--- src/hw/ubs_cfg.svh ---
`ifndef UBS_CFG_SVH
`define UBS_CFG_SVH

// ----------------------------------------
// register offsets
// ----------------------------------------
`define UBS_OFF_DATA 3'h0
`define UBS_OFF_STATUS 3'h1
`define UBS_OFF_IRQ 3'h3
`define UBS_OFF_ENABLE 3'h4
`define UBS_OFF_FORMAT 3'h5

// ----------------------------------------
// field positions
// ----------------------------------------
`define UBS_ST_RXC 7
`define UBS_ST_TXC 6
`define UBS_ST_DRE 5
`define UBS_ST_STOP_BIT_ERROR_FLAG 4
`define UBS_ST_OVF 3
`define UBS_ST_PARITY_FAIL_FLAG 2
`define UBS_ST_RX9 0
`define UBS_EN_RX 4
`define UBS_EN_TX 3
`define UBS_EN_DS 2
`define UBS_EN_MP 1
`define UBS_EN_TX9 0
`define UBS_IRQ_RX_HI 5
`define UBS_IRQ_RX_LO 4
`define UBS_IRQ_TX_HI 3
`define UBS_IRQ_TX_LO 2
`define UBS_IRQ_DRE_HI 1
`define UBS_IRQ_DRE_LO 0
`define UBS_FMT_MODE_HI 7
`define UBS_FMT_MODE_LO 6
`define UBS_FMT_PAR_HI 5
`define UBS_FMT_PAR_LO 4
`define UBS_FMT_STOP2 3
`define UBS_FMT_SIZE_HI 2
`define UBS_FMT_SIZE_LO 0
`define UBS_FE_STOP_BIT_ERROR_FLAG 9
`define UBS_FE_PARITY_FAIL_FLAG 10

// ----------------------------------------
// codes and reset values
// ----------------------------------------
`define UBS_MODE_SPI 2'h3
`define UBS_SIZE_NINE 3'h7
`define UBS_SIZE_BASE 4'h5
`define UBS_NINE 4'h9
`define UBS_IRQ_RST 6'h00
`define UBS_ENABLE_RST 5'h00
`define UBS_FORMAT_RST 8'h03
`define UBS_OS_NORM 4'hf
`define UBS_OS_FAST 4'h7
`define UBS_HALF_NORM 4'h7
`define UBS_HALF_FAST 4'h3
`define UBS_FIFO_DEPTH 2'h2

`endif

--- src/hw/ubs_pkg.sv ---
package ubs_pkg;

  typedef enum logic [0:0] {UBS_TX_IDLE = 1'b0, UBS_TX_SEND = 1'b1} ubs_tx_e;
  typedef enum logic [1:0] {
    UBS_RX_IDLE = 2'b00,
    UBS_RX_START = 2'b01,
    UBS_RX_DATA = 2'b11
  } ubs_rx_e;

  typedef struct packed {
    logic [15:0] div;
    ubs_tx_e tx_st;
    logic [3:0] tx_tick;
    logic [3:0] tx_bit;
    logic [12:0] tx_sh;
    logic [8:0] txbuf;
    logic txbuf_full;
    logic tx_act;
    logic txc;
    ubs_rx_e rx_st;
    logic [3:0] rx_tick;
    logic [3:0] rx_bit;
    logic [10:0] rx_sh;
    logic [10:0] hold;
    logic hold_v;
    logic [1:0][10:0] fifo;
    logic [1:0] cnt;
    logic ovf;
    logic [5:0] irq;
    logic [4:0] enable;
    logic [7:0] format;
    logic [7:0] rdata;
  } ubs_state_s;

endpackage : ubs_pkg

--- src/hw/ubs_core.sv ---
// Behaviour
// - data writes fill transmit buffer; data reads return oldest receive entry
// - narrow characters: unused upper bits ignored on send, zero on receive
// - data write while buffer-empty flag clear is discarded
// - enabled transmitter moves buffered byte into idle shifter and sends it
// - receive buffer is two-entry fifo; each data read advances it
// - receive-complete high while fifo holds data; write one clears it unless a character waits in the holding stage
// - transmit-complete sets after frame ends with empty buffer; ack or one clears
// - buffer-empty flag high when buffer empty and after reset; write clears
// - three two-bit level fields request interrupts while their flags set
// - frame error mirrors first stop bit of next readable character only
// - overflow sets on full fifo, waiting character and new start bit
// - parity error set on failed check; reads zero with parity off
// - master spi mode: error flags, ninth bits, speed and filter unused
// - ninth received bit shown in status; read before data
// - ninth transmit bit taken from control; set before writing data
// - receiver enable claims pin; disabling flushes fifo and error flags
// - transmitter enable claims pin; disable waits for buffer and shifter empty
// - double speed makes divisor 8 instead of 16 in asynchronous modes
// - address filter mode drops every frame not marked as address
// - marker is ninth bit, or first stop bit for shorter characters
//
// Our own choices: the strobed register port and the address map.
`timescale 1ns/100ps
`default_nettype none
`include "ubs_cfg.svh"

module ubs_core #(
  parameter int SAMPLE_DIV = 22
) (
  input wire logic clk,
  input wire logic rst,
  input wire logic [2:0] addr,
  input wire logic [7:0] wdata,
  input wire logic wr,
  input wire logic rd,
  output logic [7:0] rdata,
  output logic txd,
  output logic txd_oe_n,
  input wire logic rxd,
  output logic rxd_claimed,
  input wire logic txc_vector_done,
  output logic [1:0] irq_rx_level,
  output logic [1:0] irq_tx_level,
  output logic [1:0] irq_dre_level
);

  // ----------------------------------------
  // parameter check
  // ----------------------------------------
  if (SAMPLE_DIV < 1 || SAMPLE_DIV > 65536) begin : g_bad_div
    $error("SAMPLE_DIV out of range");
  end

  localparam logic [15:0] DIV_LAST = 16'(SAMPLE_DIV - 1);

  ubs_pkg::ubs_state_s s;
  ubs_pkg::ubs_state_s next_s;
  logic tick;
  logic spi;
  logic ds;
  logic par_on;
  logic [3:0] nb;
  logic [3:0] os_last;
  logic [3:0] half;
  logic [3:0] need;
  logic [8:0] mask;
  logic dre;
  logic [10:0] rx_cap;
  logic [8:0] rx_data;
  logic rx_stop;
  logic rx_parity_fail_flag;
  logic rx_mark;
  logic [12:0] frame;
  logic [3:0] flen;

  // ----------------------------------------
  // decoded settings
  // ----------------------------------------
  assign spi = s.format[`UBS_FMT_MODE_HI:`UBS_FMT_MODE_LO] == `UBS_MODE_SPI;
  // double speed
  // asynchronous and infrared modes only; synchronous and spi ignore it
  assign ds = s.enable[`UBS_EN_DS] && !s.format[`UBS_FMT_MODE_LO];
  assign par_on = s.format[`UBS_FMT_PAR_HI] && !spi;
  assign nb = (s.format[`UBS_FMT_SIZE_HI:`UBS_FMT_SIZE_LO] == `UBS_SIZE_NINE) ? `UBS_NINE :
      (4'(s.format[`UBS_FMT_SIZE_HI:`UBS_FMT_SIZE_LO]) + `UBS_SIZE_BASE);
  assign mask = ~(9'h1ff << nb);
  assign os_last = ds ? `UBS_OS_FAST : `UBS_OS_NORM;
  assign half = ds ? `UBS_HALF_FAST : `UBS_HALF_NORM;
  // data bits, parity, first stop bit; later stop bits are never sampled
  assign need = nb + 4'(par_on);
  assign tick = s.div == DIV_LAST;
  assign dre = !s.txbuf_full;

  // ----------------------------------------
  // frame assembly and check
  // ----------------------------------------
  always_comb begin
    frame = '1;
    frame[0] = 1'b0;
    for (int i = 0; i < 9; i++) begin
      if (4'(i) < nb) begin
        frame[i + 1] = s.txbuf[i];
      end
    end
    if (par_on) begin
      frame[nb + 4'h1] = ^(s.txbuf & mask) ^ s.format[`UBS_FMT_PAR_LO];
    end
    flen = nb + 4'(par_on) + 4'(s.format[`UBS_FMT_STOP2]) + 4'h1;
  end

  // stop bit is sampled in the finishing cycle, so take it from the pin, not from next_s
  always_comb begin
    rx_cap = s.rx_sh;
    rx_cap[s.rx_bit] = rxd;
  end

  assign rx_data = rx_cap[8:0] & mask;
  assign rx_stop = rx_cap[nb + 4'(par_on)];
  assign rx_parity_fail_flag = par_on && (^rx_data ^ rx_cap[nb] ^ s.format[`UBS_FMT_PAR_LO]);
  assign rx_mark = (nb == `UBS_NINE) ? rx_data[8] : rx_stop;

  // ----------------------------------------
  // next state
  // ----------------------------------------
  always_comb begin
    next_s = s;
    next_s.rdata = 8'h00;
    next_s.div = tick ? 16'h0000 : s.div + 16'h0001;
    // register reads
    if (rd) begin
      unique case (addr)
        `UBS_OFF_DATA: begin
          next_s.rdata = (s.cnt != 2'h0) ? s.fifo[0][7:0] : 8'h00;
          if (s.cnt != 2'h0) begin
            next_s.fifo[0] = s.fifo[1];
            next_s.cnt = s.cnt - 2'h1;
            next_s.ovf = 1'b0;
          end
        end
        `UBS_OFF_STATUS: begin
          next_s.rdata[`UBS_ST_RXC] = s.cnt != 2'h0;
          next_s.rdata[`UBS_ST_TXC] = s.txc;
          next_s.rdata[`UBS_ST_DRE] = dre;
          if (!spi && s.cnt != 2'h0) begin
            next_s.rdata[`UBS_ST_STOP_BIT_ERROR_FLAG] = s.fifo[0][`UBS_FE_STOP_BIT_ERROR_FLAG];
            next_s.rdata[`UBS_ST_PARITY_FAIL_FLAG] = s.fifo[0][`UBS_FE_PARITY_FAIL_FLAG] && par_on;
            next_s.rdata[`UBS_ST_RX9] = s.fifo[0][8];
          end
          next_s.rdata[`UBS_ST_OVF] = s.ovf && !spi;
        end
        `UBS_OFF_IRQ: next_s.rdata = {2'h0, s.irq};
        `UBS_OFF_ENABLE: next_s.rdata = {3'h0, s.enable};
        `UBS_OFF_FORMAT: next_s.rdata = s.format;
        default: next_s.rdata = 8'h00;
      endcase
    end
    // register writes
    if (wr) begin
      unique case (addr)
        `UBS_OFF_DATA: begin
          if (dre) begin
            next_s.txbuf = {s.enable[`UBS_EN_TX9] && !spi, wdata};
            next_s.txbuf_full = 1'b1;
          end
        end
        `UBS_OFF_STATUS: begin
          if (wdata[`UBS_ST_RXC]) begin
            next_s.cnt = 2'h0;
            next_s.hold_v = 1'b0;
          end
          if (wdata[`UBS_ST_TXC]) begin
            next_s.txc = 1'b0;
          end
        end
        `UBS_OFF_IRQ: next_s.irq = wdata[5:0];
        `UBS_OFF_ENABLE: next_s.enable = wdata[4:0];
        `UBS_OFF_FORMAT: next_s.format = wdata;
        default: ;
      endcase
    end
    if (txc_vector_done) begin
      next_s.txc = 1'b0;
    end
    next_s.tx_act = s.enable[`UBS_EN_TX] ||
        (s.tx_act && (s.tx_st != ubs_pkg::UBS_TX_IDLE || s.txbuf_full));
    // transmitter
    unique case (s.tx_st)
      ubs_pkg::UBS_TX_IDLE: begin
        if (s.tx_act && s.txbuf_full) begin
          next_s.tx_sh = frame;
          // one shift per frame bit, last stop bit included
          next_s.tx_bit = flen;
          next_s.tx_tick = 4'h0;
          next_s.txbuf_full = 1'b0;
          next_s.tx_st = ubs_pkg::UBS_TX_SEND;
        end
      end
      ubs_pkg::UBS_TX_SEND: begin
        if (tick) begin
          if (s.tx_tick == os_last) begin
            next_s.tx_tick = 4'h0;
            next_s.tx_sh = {1'b1, s.tx_sh[12:1]};
            next_s.tx_bit = s.tx_bit - 4'h1;
            if (s.tx_bit == 4'h0) begin
              next_s.tx_st = ubs_pkg::UBS_TX_IDLE;
              if (!next_s.txbuf_full) begin
                next_s.txc = 1'b1;
              end
            end
          end else begin
            next_s.tx_tick = s.tx_tick + 4'h1;
          end
        end
      end
    endcase
    // holding stage into fifo; a pop in the same cycle frees its slot
    if (s.hold_v && next_s.cnt < `UBS_FIFO_DEPTH) begin
      next_s.fifo[next_s.cnt[0]] = s.hold;
      next_s.cnt = next_s.cnt + 2'h1;
      next_s.hold_v = 1'b0;
    end
    // receiver
    unique case (s.rx_st)
      ubs_pkg::UBS_RX_IDLE: begin
        if (tick && !rxd) begin
          next_s.rx_st = ubs_pkg::UBS_RX_START;
          next_s.rx_tick = 4'h0;
          if (s.cnt == `UBS_FIFO_DEPTH && s.hold_v) begin
            next_s.ovf = 1'b1;
          end
        end
      end
      ubs_pkg::UBS_RX_START: begin
        if (tick) begin
          if (s.rx_tick == half) begin
            next_s.rx_st = rxd ? ubs_pkg::UBS_RX_IDLE : ubs_pkg::UBS_RX_DATA;
            next_s.rx_tick = 4'h0;
            next_s.rx_bit = 4'h0;
          end else begin
            next_s.rx_tick = s.rx_tick + 4'h1;
          end
        end
      end
      ubs_pkg::UBS_RX_DATA: begin
        if (tick) begin
          if (s.rx_tick == os_last) begin
            next_s.rx_tick = 4'h0;
            next_s.rx_sh[s.rx_bit] = rxd;
            next_s.rx_bit = s.rx_bit + 4'h1;
            if (s.rx_bit == need) begin
              next_s.rx_st = ubs_pkg::UBS_RX_IDLE;
              // drop data frames
              // a frame finishing while the stage is still full is lost
              if (!(s.enable[`UBS_EN_MP] && !spi && !rx_mark) && !next_s.hold_v) begin
                next_s.hold = {rx_parity_fail_flag, !rx_stop, rx_data};
                next_s.hold_v = 1'b1;
              end
            end
          end else begin
            next_s.rx_tick = s.rx_tick + 4'h1;
          end
        end
      end
      default: next_s.rx_st = ubs_pkg::UBS_RX_IDLE;
    endcase
    if (!s.enable[`UBS_EN_RX]) begin
      next_s.rx_st = ubs_pkg::UBS_RX_IDLE;
      next_s.cnt = 2'h0;
      next_s.hold_v = 1'b0;
      next_s.ovf = 1'b0;
    end
  end

  // ----------------------------------------
  // state register
  // ----------------------------------------
  always_ff @(posedge clk) begin
    if (rst) begin
      s <= '0;
      s.tx_sh <= '1;
      s.irq <= `UBS_IRQ_RST;
      s.enable <= `UBS_ENABLE_RST;
      s.format <= `UBS_FORMAT_RST;
    end else begin
      s <= next_s;
    end
  end

  // ----------------------------------------
  // outputs
  // ----------------------------------------
  assign rdata = s.rdata;
  assign txd = s.tx_sh[0];
  assign txd_oe_n = !s.tx_act;
  assign rxd_claimed = s.enable[`UBS_EN_RX];
  assign irq_rx_level = (s.cnt != 2'h0) ? s.irq[`UBS_IRQ_RX_HI:`UBS_IRQ_RX_LO] : 2'h0;
  assign irq_tx_level = s.txc ? s.irq[`UBS_IRQ_TX_HI:`UBS_IRQ_TX_LO] : 2'h0;
  assign irq_dre_level = dre ? s.irq[`UBS_IRQ_DRE_HI:`UBS_IRQ_DRE_LO] : 2'h0;

  // ----------------------------------------
  // checks
  // ----------------------------------------
  a_dre_after_reset: assert property (@(posedge clk) $fell(rst) |-> dre)
    else $error("buffer-empty flag low after reset");
  a_dre_write_clear: assert property (@(posedge clk) disable iff (rst)
    wr && addr == `UBS_OFF_DATA && dre |=> !dre || s.tx_st == ubs_pkg::UBS_TX_SEND)
    else $error("data write did not fill buffer");
  a_write_discard: assert property (@(posedge clk) disable iff (rst)
    wr && addr == `UBS_OFF_DATA && !dre |=> s.txbuf == $past(s.txbuf))
    else $error("write with full buffer changed it");
  a_tx_load_idle: assert property (@(posedge clk) disable iff (rst)
    s.tx_act && s.txbuf_full && s.tx_st == ubs_pkg::UBS_TX_IDLE
      |=> s.tx_st == ubs_pkg::UBS_TX_SEND && !txd)
    else $error("buffered byte not loaded");
  a_read_oldest: assert property (@(posedge clk) disable iff (rst)
    rd && addr == `UBS_OFF_DATA && s.cnt != 2'h0 |=> rdata == $past(s.fifo[0][7:0]))
    else $error("data read returned wrong entry");
  a_narrow_zero: assert property (@(posedge clk) disable iff (rst)
    rd && addr == `UBS_OFF_DATA && nb < 4'h8 ##1 $stable(s.format)
      |-> (rdata & ~mask[7:0]) == 8'h00)
    else $error("upper bits not zero");
  a_rx_flush_off: assert property (@(posedge clk) disable iff (rst)
    !s.enable[`UBS_EN_RX] |=> s.cnt == 2'h0 && !s.ovf && irq_rx_level == 2'h0)
    else $error("fifo not flushed on disable");
  a_ovf_set: assert property (@(posedge clk) disable iff (rst)
    s.enable[`UBS_EN_RX] && s.rx_st == ubs_pkg::UBS_RX_IDLE && tick && !rxd
      && s.cnt == `UBS_FIFO_DEPTH && s.hold_v && !(rd && addr == `UBS_OFF_DATA) |=> s.ovf)
    else $error("overflow not flagged");
  a_parity_fail_flag_off: assert property (@(posedge clk) disable iff (rst)
    rd && addr == `UBS_OFF_STATUS && !par_on |=> !rdata[`UBS_ST_PARITY_FAIL_FLAG])
    else $error("parity flag set with parity off");
  a_txc_end: assert property (@(posedge clk) disable iff (rst)
    s.tx_st == ubs_pkg::UBS_TX_SEND && tick && s.tx_tick == os_last && s.tx_bit == 4'h0
      && !s.txbuf_full && !(wr && addr == `UBS_OFF_DATA) |=> s.txc)
    else $error("transmit-complete not set");
  a_tx_hold_pin: assert property (@(posedge clk) disable iff (rst)
    s.tx_act && (s.txbuf_full || s.tx_st == ubs_pkg::UBS_TX_SEND) |=> !txd_oe_n)
    else $error("pin released before drain");
  a_rxc_level: assert property (@(posedge clk) disable iff (rst)
    rd && addr == `UBS_OFF_STATUS |=> rdata[`UBS_ST_RXC] == ($past(s.cnt) != 2'h0))
    else $error("receive-complete flag wrong");

endmodule : ubs_core

`default_nettype wire

--- config.mk ---
export PLATFORM = sky130hd
export DESIGN_NAME = ubs_core
export DESIGN_NICKNAME = d
export VERILOG_FILES = /design/src/hw/ubs_pkg.sv /design/src/hw/ubs_core.sv
export VERILOG_INCLUDE_DIRS = /design/src /design/src/hw
export SDC_FILE = /design/constraint.sdc
export NUM_CORES = 1
export LEC_CHECK = 0
export BUFFER_PORTS_ARGS = -buffer_cell sky130_fd_sc_hd__buf_2
export CAP_MARGIN = 20
export CORE_UTILIZATION = 34
export CTS_CLUSTER_SIZE = 24
export DETAILED_ROUTE_END_ITERATION = 10
export PLACE_DENSITY = 0.46
export SETUP_SLACK_MARGIN = 0.2
export SYNTH_ARGS = -nofsm -noshare
export SYNTH_HDL_FRONTEND = slang
export SYNTH_SLANG_ARGS = --single-unit
--- constraint.sdc ---
create_clock -name clk -period 4.5 [get_ports clk]
set_input_delay 0 -clock clk [delete_from_list [all_inputs] [get_ports clk]]
set_output_delay 0 -clock clk [all_outputs]
set_load 0.1 [all_outputs]
==> results of run 1 <==
[final timing paths]
path	from	slack, ps	to	cells past startpoint
hold / removal	rd	40	rdata[5]	3
hold reg to reg	s[98]	480	s[98]	2
setup reg to reg	s[8]	570	s[56]	13
setup / recovery	s[8]	570	s[56]	13
[report_power, final]
group	internal (mW)	switching [mW]
combinational	0.0628	0.119
clock	0.936	0.567
sequential	1.20	0.0125
total	2.20	0.699
[state kept, by name, summed over array words and instances (netlist names), named ones only]
name,flops
s,114
rdata,8
rxd_claimed,1
txd,1
[cells in the final DEF, fill, tap and decap left out, types with 17 or more instances in the layout]
cell / count
nor2_1: 140
dfxtp_1: 135
mux2i_1: 64
nand2_1: 62
a21oi_1: 41
nand3_1: 35
buf_2: 33
o21ai_0: 29
a211oi_1: 27
inv_1: 25
xnor2_1: 20
xor2_1: 19
ha_1: 18
clkbuf_16: 17
[metrics by stage]
step                      setup slack [ps]  utilization (%)  hold slack, ps
after floorplan                      852.5                -           136.0
after global placement               712.0            36.65           278.3
after detailed placement             628.2            36.65           273.2
after CTS                            613.0            40.26           32.53
after global routing                 251.7            40.26           74.39
final                                566.9            40.26           38.21
[area by class of cell]
class / instances / area [µm²] / area share, %
Clock buffer: 19 / 432.9 / 5.263
Clock inverter: 13 / 195.2 / 2.373
Sequential cell: 135 / 2703 / 32.86
Inverter: 25 / 93.84 / 1.141
Tap cell: 270 / 337.8 / 4.107
Timing Repair Buffer: 57 / 372.9 / 4.533
Multi-Input combinational cell: 623 / 4090 / 49.73
[worst max-delay path, delay by kind of cell (launching register included)]
| kind | cells | cell delay (ps) |
|---|---|---|
| flip-flops | 1 | 540 |
| buffers and inverters | 2 | 340 |
| adder cells (fa/ha/maj) | 2 | 410 |
| multiplexers | 1 | 260 |
| AND/OR/NAND/NOR | 3 | 640 |
| AO/OA/AOI/OAI | 4 | 1470 |
| XOR/XNOR | 1 | 130 |
[layer usage]
metal / vias up / wire (µm) / share of wire, % / track usage (%)
met2: 96 / 9003 / 44 / 28.96
met4: 0 / 299 / 1.5 / 6.598
li1: 3016 / - / - / -
met3: 24 / 632 / 3.1 / 3.106
met1: 2948 / 10310 / 51 / 27.36
met5: - / 0 / 0 / 0
[cells by family (layout without fill, tap and decap cells)]
logic type,Yosys count,in the layout,synth area share [%]
adder cells (fa/ha/maj),18,18,3.143
flip-flops,135,135,37.71
multiplexers,73,73,10.98
AND/OR/NAND/NOR,326,326,21.40
buffers and inverters,84,114,5.220
AO/OA/AOI/OAI,164,164,16.01
XOR/XNOR,42,42,5.534
==> metrics.md, run 1 <==
| Metric | Value |
|---|---|
| Max_cap viols | `0` |
| Inst Count DP | `~1100` |
| Synthesized instance count | `842` |
| Die X | `between 100 and 150 µm` |
| CTS tree | `built` |
| Sequence of cells on the critical path | `ha_1, a21oi_1, buf_4, inv_1, ha_1, nor3b_1, xor2_1, or3_1, a2111oi_4, o211ai_1, a311oi_4, mux2i_1, nor2_1` |
| DR WL/cell | `~18 µm` |
| Vias in the first global route | `5632` |
| Detailed Routing Iterations Pass 1 | `5` |
| Cell mode on critical path | `ha_1` |
| Rel. slew slack | `roughly 32%` |
| CTS Buffer Depth | `2` |
| Status | `completed` |
| Core area | `20430 µm²` |
| Setup bufs post-CTS | `0` |
| Placed inst area | `~7500 µm²` |
| HP Class | `in2reg` |
| Area Overhead vs Synth | `14.77%` |
| Post-synthesis cell type count | `slightly below 70` |
| Slew Limit Fails | `0` |
| H-tree depth | `4` |
| Asr flop ratio synth | `0%` |
| Detailed-placement wirelength estimate | `approximately 15000 µm` |
| Final instance area | `about 8200 µm²` |
| Synth Cell Area | `roughly 7200 µm²` |
| Most frequent cell after synthesis | `nor2_1` |
| Final Setup Violations | `0` |
| Initial DRC count | `around 410` |
| Gr usage total | `19.13%` |
| Critical path type | `reg2reg` |
| Worst Tran Pin Value | `slightly above 1000 ps` |
| Top post-synthesis cells by area | `dfxtp_1 (38%), mux2i_1 (8.9%), nor2_1 (7.3%)` |
| Hold_buf cts | `11` |
| Non-Filler Instances | `around 1100` |
| Gr ovfl total | `0` |
| Antenna Cells | `0` |
| CP startpoint kind | `flip-flop` |
| Final worst-path cycle share | `87.40%` |
| Fraction of the yosys area taken by sequential cells | `between 30% and 40%` |
| Min Tclk post-route | `3933 ps` |
| Port Buffers | `33` |
| Post-CTS sizing | `0` |
| Final hold viol count | `0` |
| Number of synthesized flops with an enable pin | `0` |
| Worst Path Max Fanout | `13` |
| F_max | `between 200 and 300 MHz` |
| Initial antenna violation count | `0` |
| DRC Markers | `0` |
| List of most frequent post-synthesis cells | `nor2_1 (140), dfxtp_1 (135), mux2i_1 (64)` |
| CP peak stage delay | `approximately 800 ps` |
| Boundary pin count | `34` |
| Clk slew on worst S/H paths | `about 60 ps` |
| Layout cell share with drive strength beyond 1 | `between 10% and 20%` |
| DIE HEIGHT | `147.2 µm` |
| Yosys top cell area share | `roughly 38%` |
| Clk_skew | `between 9 and 10 ps` |
| Synthesis Warnings | `0` |
| Vias per cell | `about 5.3` |
| Synth Flop Type | `dfxtp_1` |
| Clk sinks | `about 140` |
| Area of the die | `~22000 µm²` |
| Pin count of the biggest net entering global routing | `53` |
| Worst EP arrival | `around 4200 ps` |
| Clk_lat worst skew | `between 400 and 500 ps` |
| Setup TNS | `0 ps` |
| Post-synthesis register bit count | `approximately 140` |
| Slowest stage cell, crit path | `a311oi_4` |
| Pwr dens | `352.8 nW/µm²` |
| Post-Route WL | `about 20000 µm` |
| Row cnt | `between 50 and 60` |
| Synthesized area per cell | `about 8.5 µm²` |
| Total Power | `2.902 mW` |
| Maximum vdd drop | `0.0002505 V` |
| Vias post-DR | `6084` |
| Gpl congestion | `0.8742` |
| First-pass GRT wire length | `32090 µm` |
| Worst endpoint required time | `4790 ps` |
| Top cell type by total area after synthesis | `dfxtp_1` |
| Synth Net Count | `between 800 and 900` |
| Clock buffer count from CTS | `17` |
| Crit. End Element | `flip-flop` |
| RSZ-0062 raised after global routing | `no` |
| Starting Density | `between 30% and 40%` |
| Static leakage | `between 3 and 4 nW` |
| Antenna-violating nets left | `0` |
| Final net count | `between 800 and 900` |
| Root Buffer | `clkbuf_16` |
| Filler cell count | `between 2000 and 2500` |
Note: power is estimated with default switching activity, not from simulation.
==> run 2, diff against run 1 <==
- CELL_PAD_IN_SITES_DETAIL_PLACEMENT: default -> 0
- CELL_PAD_IN_SITES_GLOBAL_PLACEMENT: default -> 1
- PLACE_DENSITY: 0.46 -> 0.58
==> run 2 against run 1 <==
Effect of this change:
- setup slack got worse by 62 ps
- core utilization shrank 0.31 points
- die area unchanged
- sequential power is essentially flat
- critical endpoint is now s[53]
==> metrics.md, run 2 (synthesized netlist as in run 1, its figures left out) <==
| Metric | Value |
|---|---|
| Status | `completed (unchanged)` |
| Gpl congestion | `0.8494 (was 0.8742)` |
| Crit. End Element | `flip-flop (unchanged)` |
| Post-layout util | `39.96% (was 40.26%)` |
| Clk_lat worst skew | `430 ps (about the same)` |
| Initial DRC count | `395 (was 407)` |
| Max reg flops | `114 (unchanged)` |
| Gr ovfl total | `0 (unchanged)` |
| Filler cell count | `2110 (was 2105)` |
| Clock buffer count from CTS | `17 (unchanged)` |
| Worst Path Max Fanout | `13 (unchanged)` |
| HP Class | `in2reg (unchanged)` |
| Placed inst area | `7495 µm² (was 7487 µm²)` |
| Total Power | `2.778 mW (was 2.902 mW)` |
| Final instance area | `8163 µm² (was 8225 µm²)` |
| Post-CTS sizing | `0 (unchanged)` |
| Slowest stage cell, crit path | `a311oi_4 (unchanged)` |
| Initial antenna violation count | `0 (unchanged)` |
| Final net count | `893 (was 894)` |
| Commonest non-fill, non-tap cell in the layout | `nor2_1 (unchanged)` |
| Detailed Routing Iterations Pass 1 | `5 (unchanged)` |
| Switching Share | `25.94% (was 24.08%)` |
| CP startpoint kind | `flip-flop (unchanged)` |
| RSZ-0062 raised after global routing | `no (unchanged)` |
| DIE HEIGHT | `147.2 µm (unchanged)` |
| Boundary pin count | `34 (unchanged)` |
| Final Setup Violations | `0 (unchanged)` |
| CTS Buffer Depth | `2 (unchanged)` |
| Pwr dens | `340.3 nW/µm² (was 352.8 nW/µm²)` |
| Inst Count DP | `1100 (was 1099)` |
| Clk slew on worst S/H paths | `60 ps (about the same)` |
| Hold Crit Depth | `3 (unchanged)` |
| Sequence of cells on the critical path | `ha_1, a21oi_1, buf_4, inv_1, ha_1, nor3b_1, xor2_1, or3_1, a2111oi_4, o211ai_1, a311oi_4, mux2i_1, nor2_1 (unchanged)` |
| Clk sinks | `135 (unchanged)` |
| Antenna-violating nets left | `0 (unchanged)` |
| Worst r2r path cells | `13 (unchanged)` |
| Area Overhead vs Synth | `13.90% (was 14.77%)` |
| DRC Markers | `0 (unchanged)` |
| F_max | `250.3 MHz (was 254.3 MHz)` |
| Root Buffer | `clkbuf_16 (unchanged)` |
| DR WL/cell | `18.17 µm (was 17.73 µm)` |
| Setup TNS | `0 ps (unchanged)` |
| Combinational share of power | `6.6% (was 6.3%)` |
| Worst endpoint required time | `4790 ps (about the same)` |
| Max_cap viols | `0 (unchanged)` |
| Slew Limit Fails | `0 (unchanged)` |
| Maximum vdd drop | `0.0002331 V (was 0.0002505 V)` |
| Vias in the first global route | `5779 (was 5632)` |
| Post-Route WL | `20730 µm (was 20250 µm)` |
| Non-Filler Instances | `1141 (was 1142)` |
| Die X | `147.2 µm (unchanged)` |
| Clk_skew | `11.59 ps (was 9.324 ps)` |
| Setup ws final | `505.4 ps (was 566.9 ps)` |
| Vias per cell | `5.340 (was 5.327)` |
| Final hold viol count | `0 (unchanged)` |
| Min Tclk post-route | `3995 ps (was 3933 ps)` |
| CP peak stage delay | `800 ps (was 790 ps)` |
| Antenna Cells | `0 (unchanged)` |
| Internal | `2.057 mW (was 2.203 mW)` |
| Final worst-path cycle share | `88.77% (was 87.40%)` |
| Gr usage total | `19.76% (was 19.13%)` |
| Worst EP arrival | `4280 ps (was 4230 ps)` |
| Critical path type | `reg2reg (unchanged)` |
| Pin count of the biggest net entering global routing | `51 (was 53)` |
| CTS tree | `built (unchanged)` |
| Worst Tran Pin Value | `1006 ps (was 1012 ps)` |
| Clock share of power | `49.6% (was 51.8%)` |
| Starting Density | `35.08% (unchanged)` |
| Core area | `20430 µm² (unchanged)` |
| H-tree depth | `4 (unchanged)` |
| Commonest non-fill, non-tap cells in the layout | `nor2_1 (140), dfxtp_1 (135), mux2i_1 (64) (unchanged)` |
| Post-place setup slack | `574.0 ps (was 628.2 ps)` |
| Port Buffers | `33 (unchanged)` |
| Switching power | `0.7206 mW (was 0.6987 mW)` |
| Reg power frac | `43.8% (was 41.9%)` |
| Hold slack | `32.12 ps (was 38.21 ps)` |
| Area of the die | `21660 µm² (unchanged)` |
| Reg with most FFs | `s (unchanged)` |
| Rel. slew slack | `32.69% (was 32.28%)` |
| Row cnt | `52 (unchanged)` |
| Static leakage | `3.045 nW (was 3.058 nW)` |
| Cell mode on critical path | `ha_1 (unchanged)` |
| Layout cell share with drive strength beyond 1 | `11.71% (was 11.35%)` |
| Vias post-DR | `6093 (was 6084)` |
| Detailed-placement wirelength estimate | `15010 µm (was 14680 µm)` |
| R2r setup slk | `510 ps (was 570 ps)` |
| First-pass GRT wire length | `32990 µm (was 32090 µm)` |
-- run 2: power groups by stage --
stage | clock network (mW) | registers (mW) | logic (mW)
floorplan | 0 | 1.24 | 0.128
detailed placement | 0 | 1.24 | 0.178
global route | 1.47 | 1.22 | 0.202
global placement | 0 | 1.24 | 0.176
CTS | 1.41 | 1.22 | 0.184
finish | 1.38 | 1.22 | 0.184
-- run 2: critical path, delay by kind of cell, from the launching register on --
kind | cells | cell delay, ps
AOI/OAI and AO/OA | 4 | 1490
muxes | 1 | 280
buffers and inverters | 2 | 340
DFF | 1 | 530
adders and majority gates | 2 | 410
xor gates and xnor gates | 1 | 130
and+or+nand+nor | 3 | 670
-- run 2: final cells by class --
cell class                      count  area, µm²  area share (%)
Multi-Input combinational cell    623       4090           50.11
Sequential cell                   135       2703           33.11
Clock buffer                       18      439.2           5.380
Timing Repair Buffer               56      360.3           4.414
Tap cell                          270      337.8           4.139
Clock inverter                     14      138.9           1.701
Inverter                           25      93.84           1.150
-- run 2: what timing repair did --
action                                  in CTS  in global routing
hold buffers                                 9                  0
endpoints found under the hold margin       28                  0
setup buffers                                0                  0
endpoints found under the setup margin       0                  0
-- run 2: routing by layer --
metal  GRT usage, %  vias to the layer above  wire [µm]
met5              0                        -          0
met4          6.237                        0        264
met3          3.602                       15        681
met2          29.27                      119       9153
met1          28.74                     2938      10640
li1               -                     3021          -
-- run 2: path summary, 6_finish.rpt --
kind	startpoint	endpoint
max	s[8]	s[53]
max reg2reg	s[8]	s[53]
min reg2reg	s[98]	s[98]
min	addr[0]	rdata[5]
==> run 3, diff against run 2 <==
- RECOVER_POWER: default -> 25
==> run 3 against run 2 <==
Effect of this change:
- the flow now finishes with violations (max-capacitance violations, max-slew violations)
- flip-flop and latch count is the same
- highest routed layer unchanged
- hold slack lost 6.0 ps
- routed wire length about the same
- critical endpoint unchanged
- register-to-register slack got worse by 60 ps
- combinational power about the same
- first-iteration DRC count fell by 4.8%
- core utilization down 0.13 points
- largest power group unchanged
==> metrics.md, run 3 (synthesized netlist as in run 1, its figures left out) <==
| Metric | Value |
|---|---|
| Final net count | `893 (unchanged)` |
| Worst Tran Pin Value | `2389 ps (was 1006 ps)` |
| Clk_skew | `13.88 ps (was 11.59 ps)` |
| R2r setup slk | `450 ps (was 510 ps)` |
| Die X | `147.2 µm (unchanged)` |
| CTS tree | `built (unchanged)` |
| Row cnt | `52 (unchanged)` |
| Hold Crit Depth | `3 (unchanged)` |
| Maximum vdd drop | `0.0002340 V (was 0.0002331 V)` |
| Starting Density | `35.08% (unchanged)` |
| Placed inst area | `7495 µm² (unchanged)` |
| Layout cell share with drive strength beyond 1 | `9.759% (was 11.71%)` |
| Failing checks | `max-capacitance violations, max-slew violations` |
| Gr ovfl total | `0 (unchanged)` |
| RR Endpoint | `s[53] (unchanged)` |
| Core area | `20430 µm² (unchanged)` |
| Pwr dens | `341.5 nW/µm² (was 340.3 nW/µm²)` |
| Antenna-violating nets left | `0 (unchanged)` |
| Slew Limit Fails | `100 (was 0)` |
| Initial antenna violation count | `0 (unchanged)` |
| Setup TNS | `0 ps (unchanged)` |
| Vias post-DR | `6071 (was 6093)` |
| H-tree depth | `4 (unchanged)` |
| Commonest non-fill, non-tap cells in the layout | `nor2_1 (140), dfxtp_1 (135), mux2i_1 (64) (unchanged)` |
| Final worst-path cycle share | `90.05% (was 88.77%)` |
| Clk slew on worst S/H paths | `60 ps (about the same)` |
| Worst Path Max Fanout | `13 (unchanged)` |
| Detailed Routing Iterations Pass 1 | `4 (was 5)` |
| Post-Route WL | `20730 µm (about the same)` |
| Final Setup Violations | `0 (unchanged)` |
| Final hold viol count | `0 (unchanged)` |
| Crit. End Element | `flip-flop (unchanged)` |
| Gr usage total | `19.76% (unchanged)` |
| Pin count of the biggest net entering global routing | `51 (unchanged)` |
| Hold path startpoint | `addr[0] (unchanged)` |
| RSZ-0062 raised after global routing | `no (unchanged)` |
| HP Class | `in2reg (unchanged)` |
| Reg with most FFs | `s (unchanged)` |
| Rel. slew slack | `-59.27% (was 32.69%)` |
| Max_cap viols | `2 (was 0)` |
| Final instance area | `8137 µm² (was 8163 µm²)` |
| Clock buffer count from CTS | `17 (unchanged)` |
| Hold endpoint | `rdata[5] (unchanged)` |
| Initial DRC count | `376 (was 395)` |
| Status | `complete, but fails checks (was completed)` |
| Worst endpoint required time | `4710 ps (was 4790 ps)` |
| Area of the die | `21660 µm² (unchanged)` |
| Detailed-placement wirelength estimate | `15010 µm (unchanged)` |
| DIE HEIGHT | `147.2 µm (unchanged)` |
| Critical path type | `reg2reg (unchanged)` |
| Vias in the first global route | `5779 (unchanged)` |
| Area Overhead vs Synth | `13.53% (was 13.90%)` |
| Antenna Cells | `0 (unchanged)` |
| DRC Markers | `0 (unchanged)` |
| Worst r2r src | `s[8] (unchanged)` |
| Total Power | `2.779 mW (was 2.778 mW)` |
| CP startpoint kind | `flip-flop (unchanged)` |
| Commonest non-fill, non-tap cell in the layout | `nor2_1 (unchanged)` |
| Vias per cell | `5.321 (was 5.340)` |
| First-pass GRT wire length | `32990 µm (unchanged)` |
| Filler cell count | `2125 (was 2110)` |
| Worst EP arrival | `4270 ps (was 4280 ps)` |
| Min Tclk post-route | `4052 ps (was 3995 ps)` |
| Boundary pin count | `34 (unchanged)` |
| Setup bufs post-CTS | `0 (unchanged)` |
| Worst r2r path cells | `13 (unchanged)` |
| Clk_lat worst skew | `430 ps (about the same)` |
| DR WL/cell | `18.17 µm (about the same)` |
| CTS Buffer Depth | `2 (unchanged)` |
| Gpl congestion | `0.8494 (unchanged)` |
| Port Buffers | `33 (unchanged)` |
| Static leakage | `2.979 nW (was 3.045 nW)` |
| Max reg flops | `114 (unchanged)` |
| F_max | `246.8 MHz (was 250.3 MHz)` |
| Root Buffer | `clkbuf_16 (unchanged)` |
| Clk sinks | `135 (unchanged)` |
==> run 3: cell count changes in the layout (fill, tap and decap cells not counted), sizes merged <==
cell    delta
buf       -17
clkbuf    +17
==> run 3: layer usage <==
metal | wire length, µm | part of all wire [%] | global-route usage, % | vias up
li1 | - | - | - | 3020
met1 | 10670 | 51 | 28.74 | 2938
met2 | 9173 | 44 | 29.27 | 96
met3 | 608 | 2.9 | 3.602 | 17
met4 | 280 | 1.4 | 6.237 | 0
met5 | 0 | 0 | 0 | -
==> run 3: critical path, cell delays in order, from the launching register on <==
cell and delay (ps):
dfxtp_1 530, ha_1 230, a21oi_1 70, buf_4 190, inv_1 150, ha_1 180
nor3b_1 240, xor2_1 130, or3_1 370, a2111oi_4 410, o211ai_1 220, a311oi_4 790
mux2i_1 280, nor2_1 60
==> run 3: worst max path at each step <==
stage          start    end  slack, ps  cells after the start
5_1_grt         s[8]  s[57]        170                     13
3_5_place_dp    s[8]  s[53]        570                     13
2_1_floorplan   s[9]  s[56]        850                     14
6_report        s[8]  s[53]        450                     13
4_1_cts         s[8]  s[53]        550                     13
3_3_place_gp    s[8]  s[61]        710                     13
==> run 3: power by group <==
part,switching (mW),internal (mW)
sequential,0.0125,1.20
clock,0.589,0.790
combinational,0.121,0.0621
==> run 3: final cells by class <==
class                   count  area [µm²]  share of cell area [%]
clock buffers              18       439.2                   5.398
clock inverters            14       138.9                   1.707
inverters                  25       93.84                   1.153
multi-input cells         623        4090                   50.27
flip-flops and latches    135        2703                   33.22
well taps                 270       337.8                   4.152
repair buffers             56       334.1                   4.106
==> run 3: repair_timing <==
action                                 CTS  global route
resized for setup                        0             0
endpoints found under the hold margin   28             0
hold buffers                             9             0
==> run 3: through the flow <==
| step | hold WS, ps | worst slack (ps) | instances | utilization, % |
|---|---|---|---|---|
| final | 26.15 | 447.6 | 1141 | 39.83 |
| after detailed placement | 287.7 | 574.0 | 1100 | 36.69 |
| after floorplan | 136.0 | 852.5 | 842 | - |
| after global routing | 51.45 | 174.5 | 1141 | 39.83 |
| after global placement | 283.0 | 708.3 | 1100 | 36.69 |
| after CTS | 6.340 | 549.1 | 1141 | 39.96 |
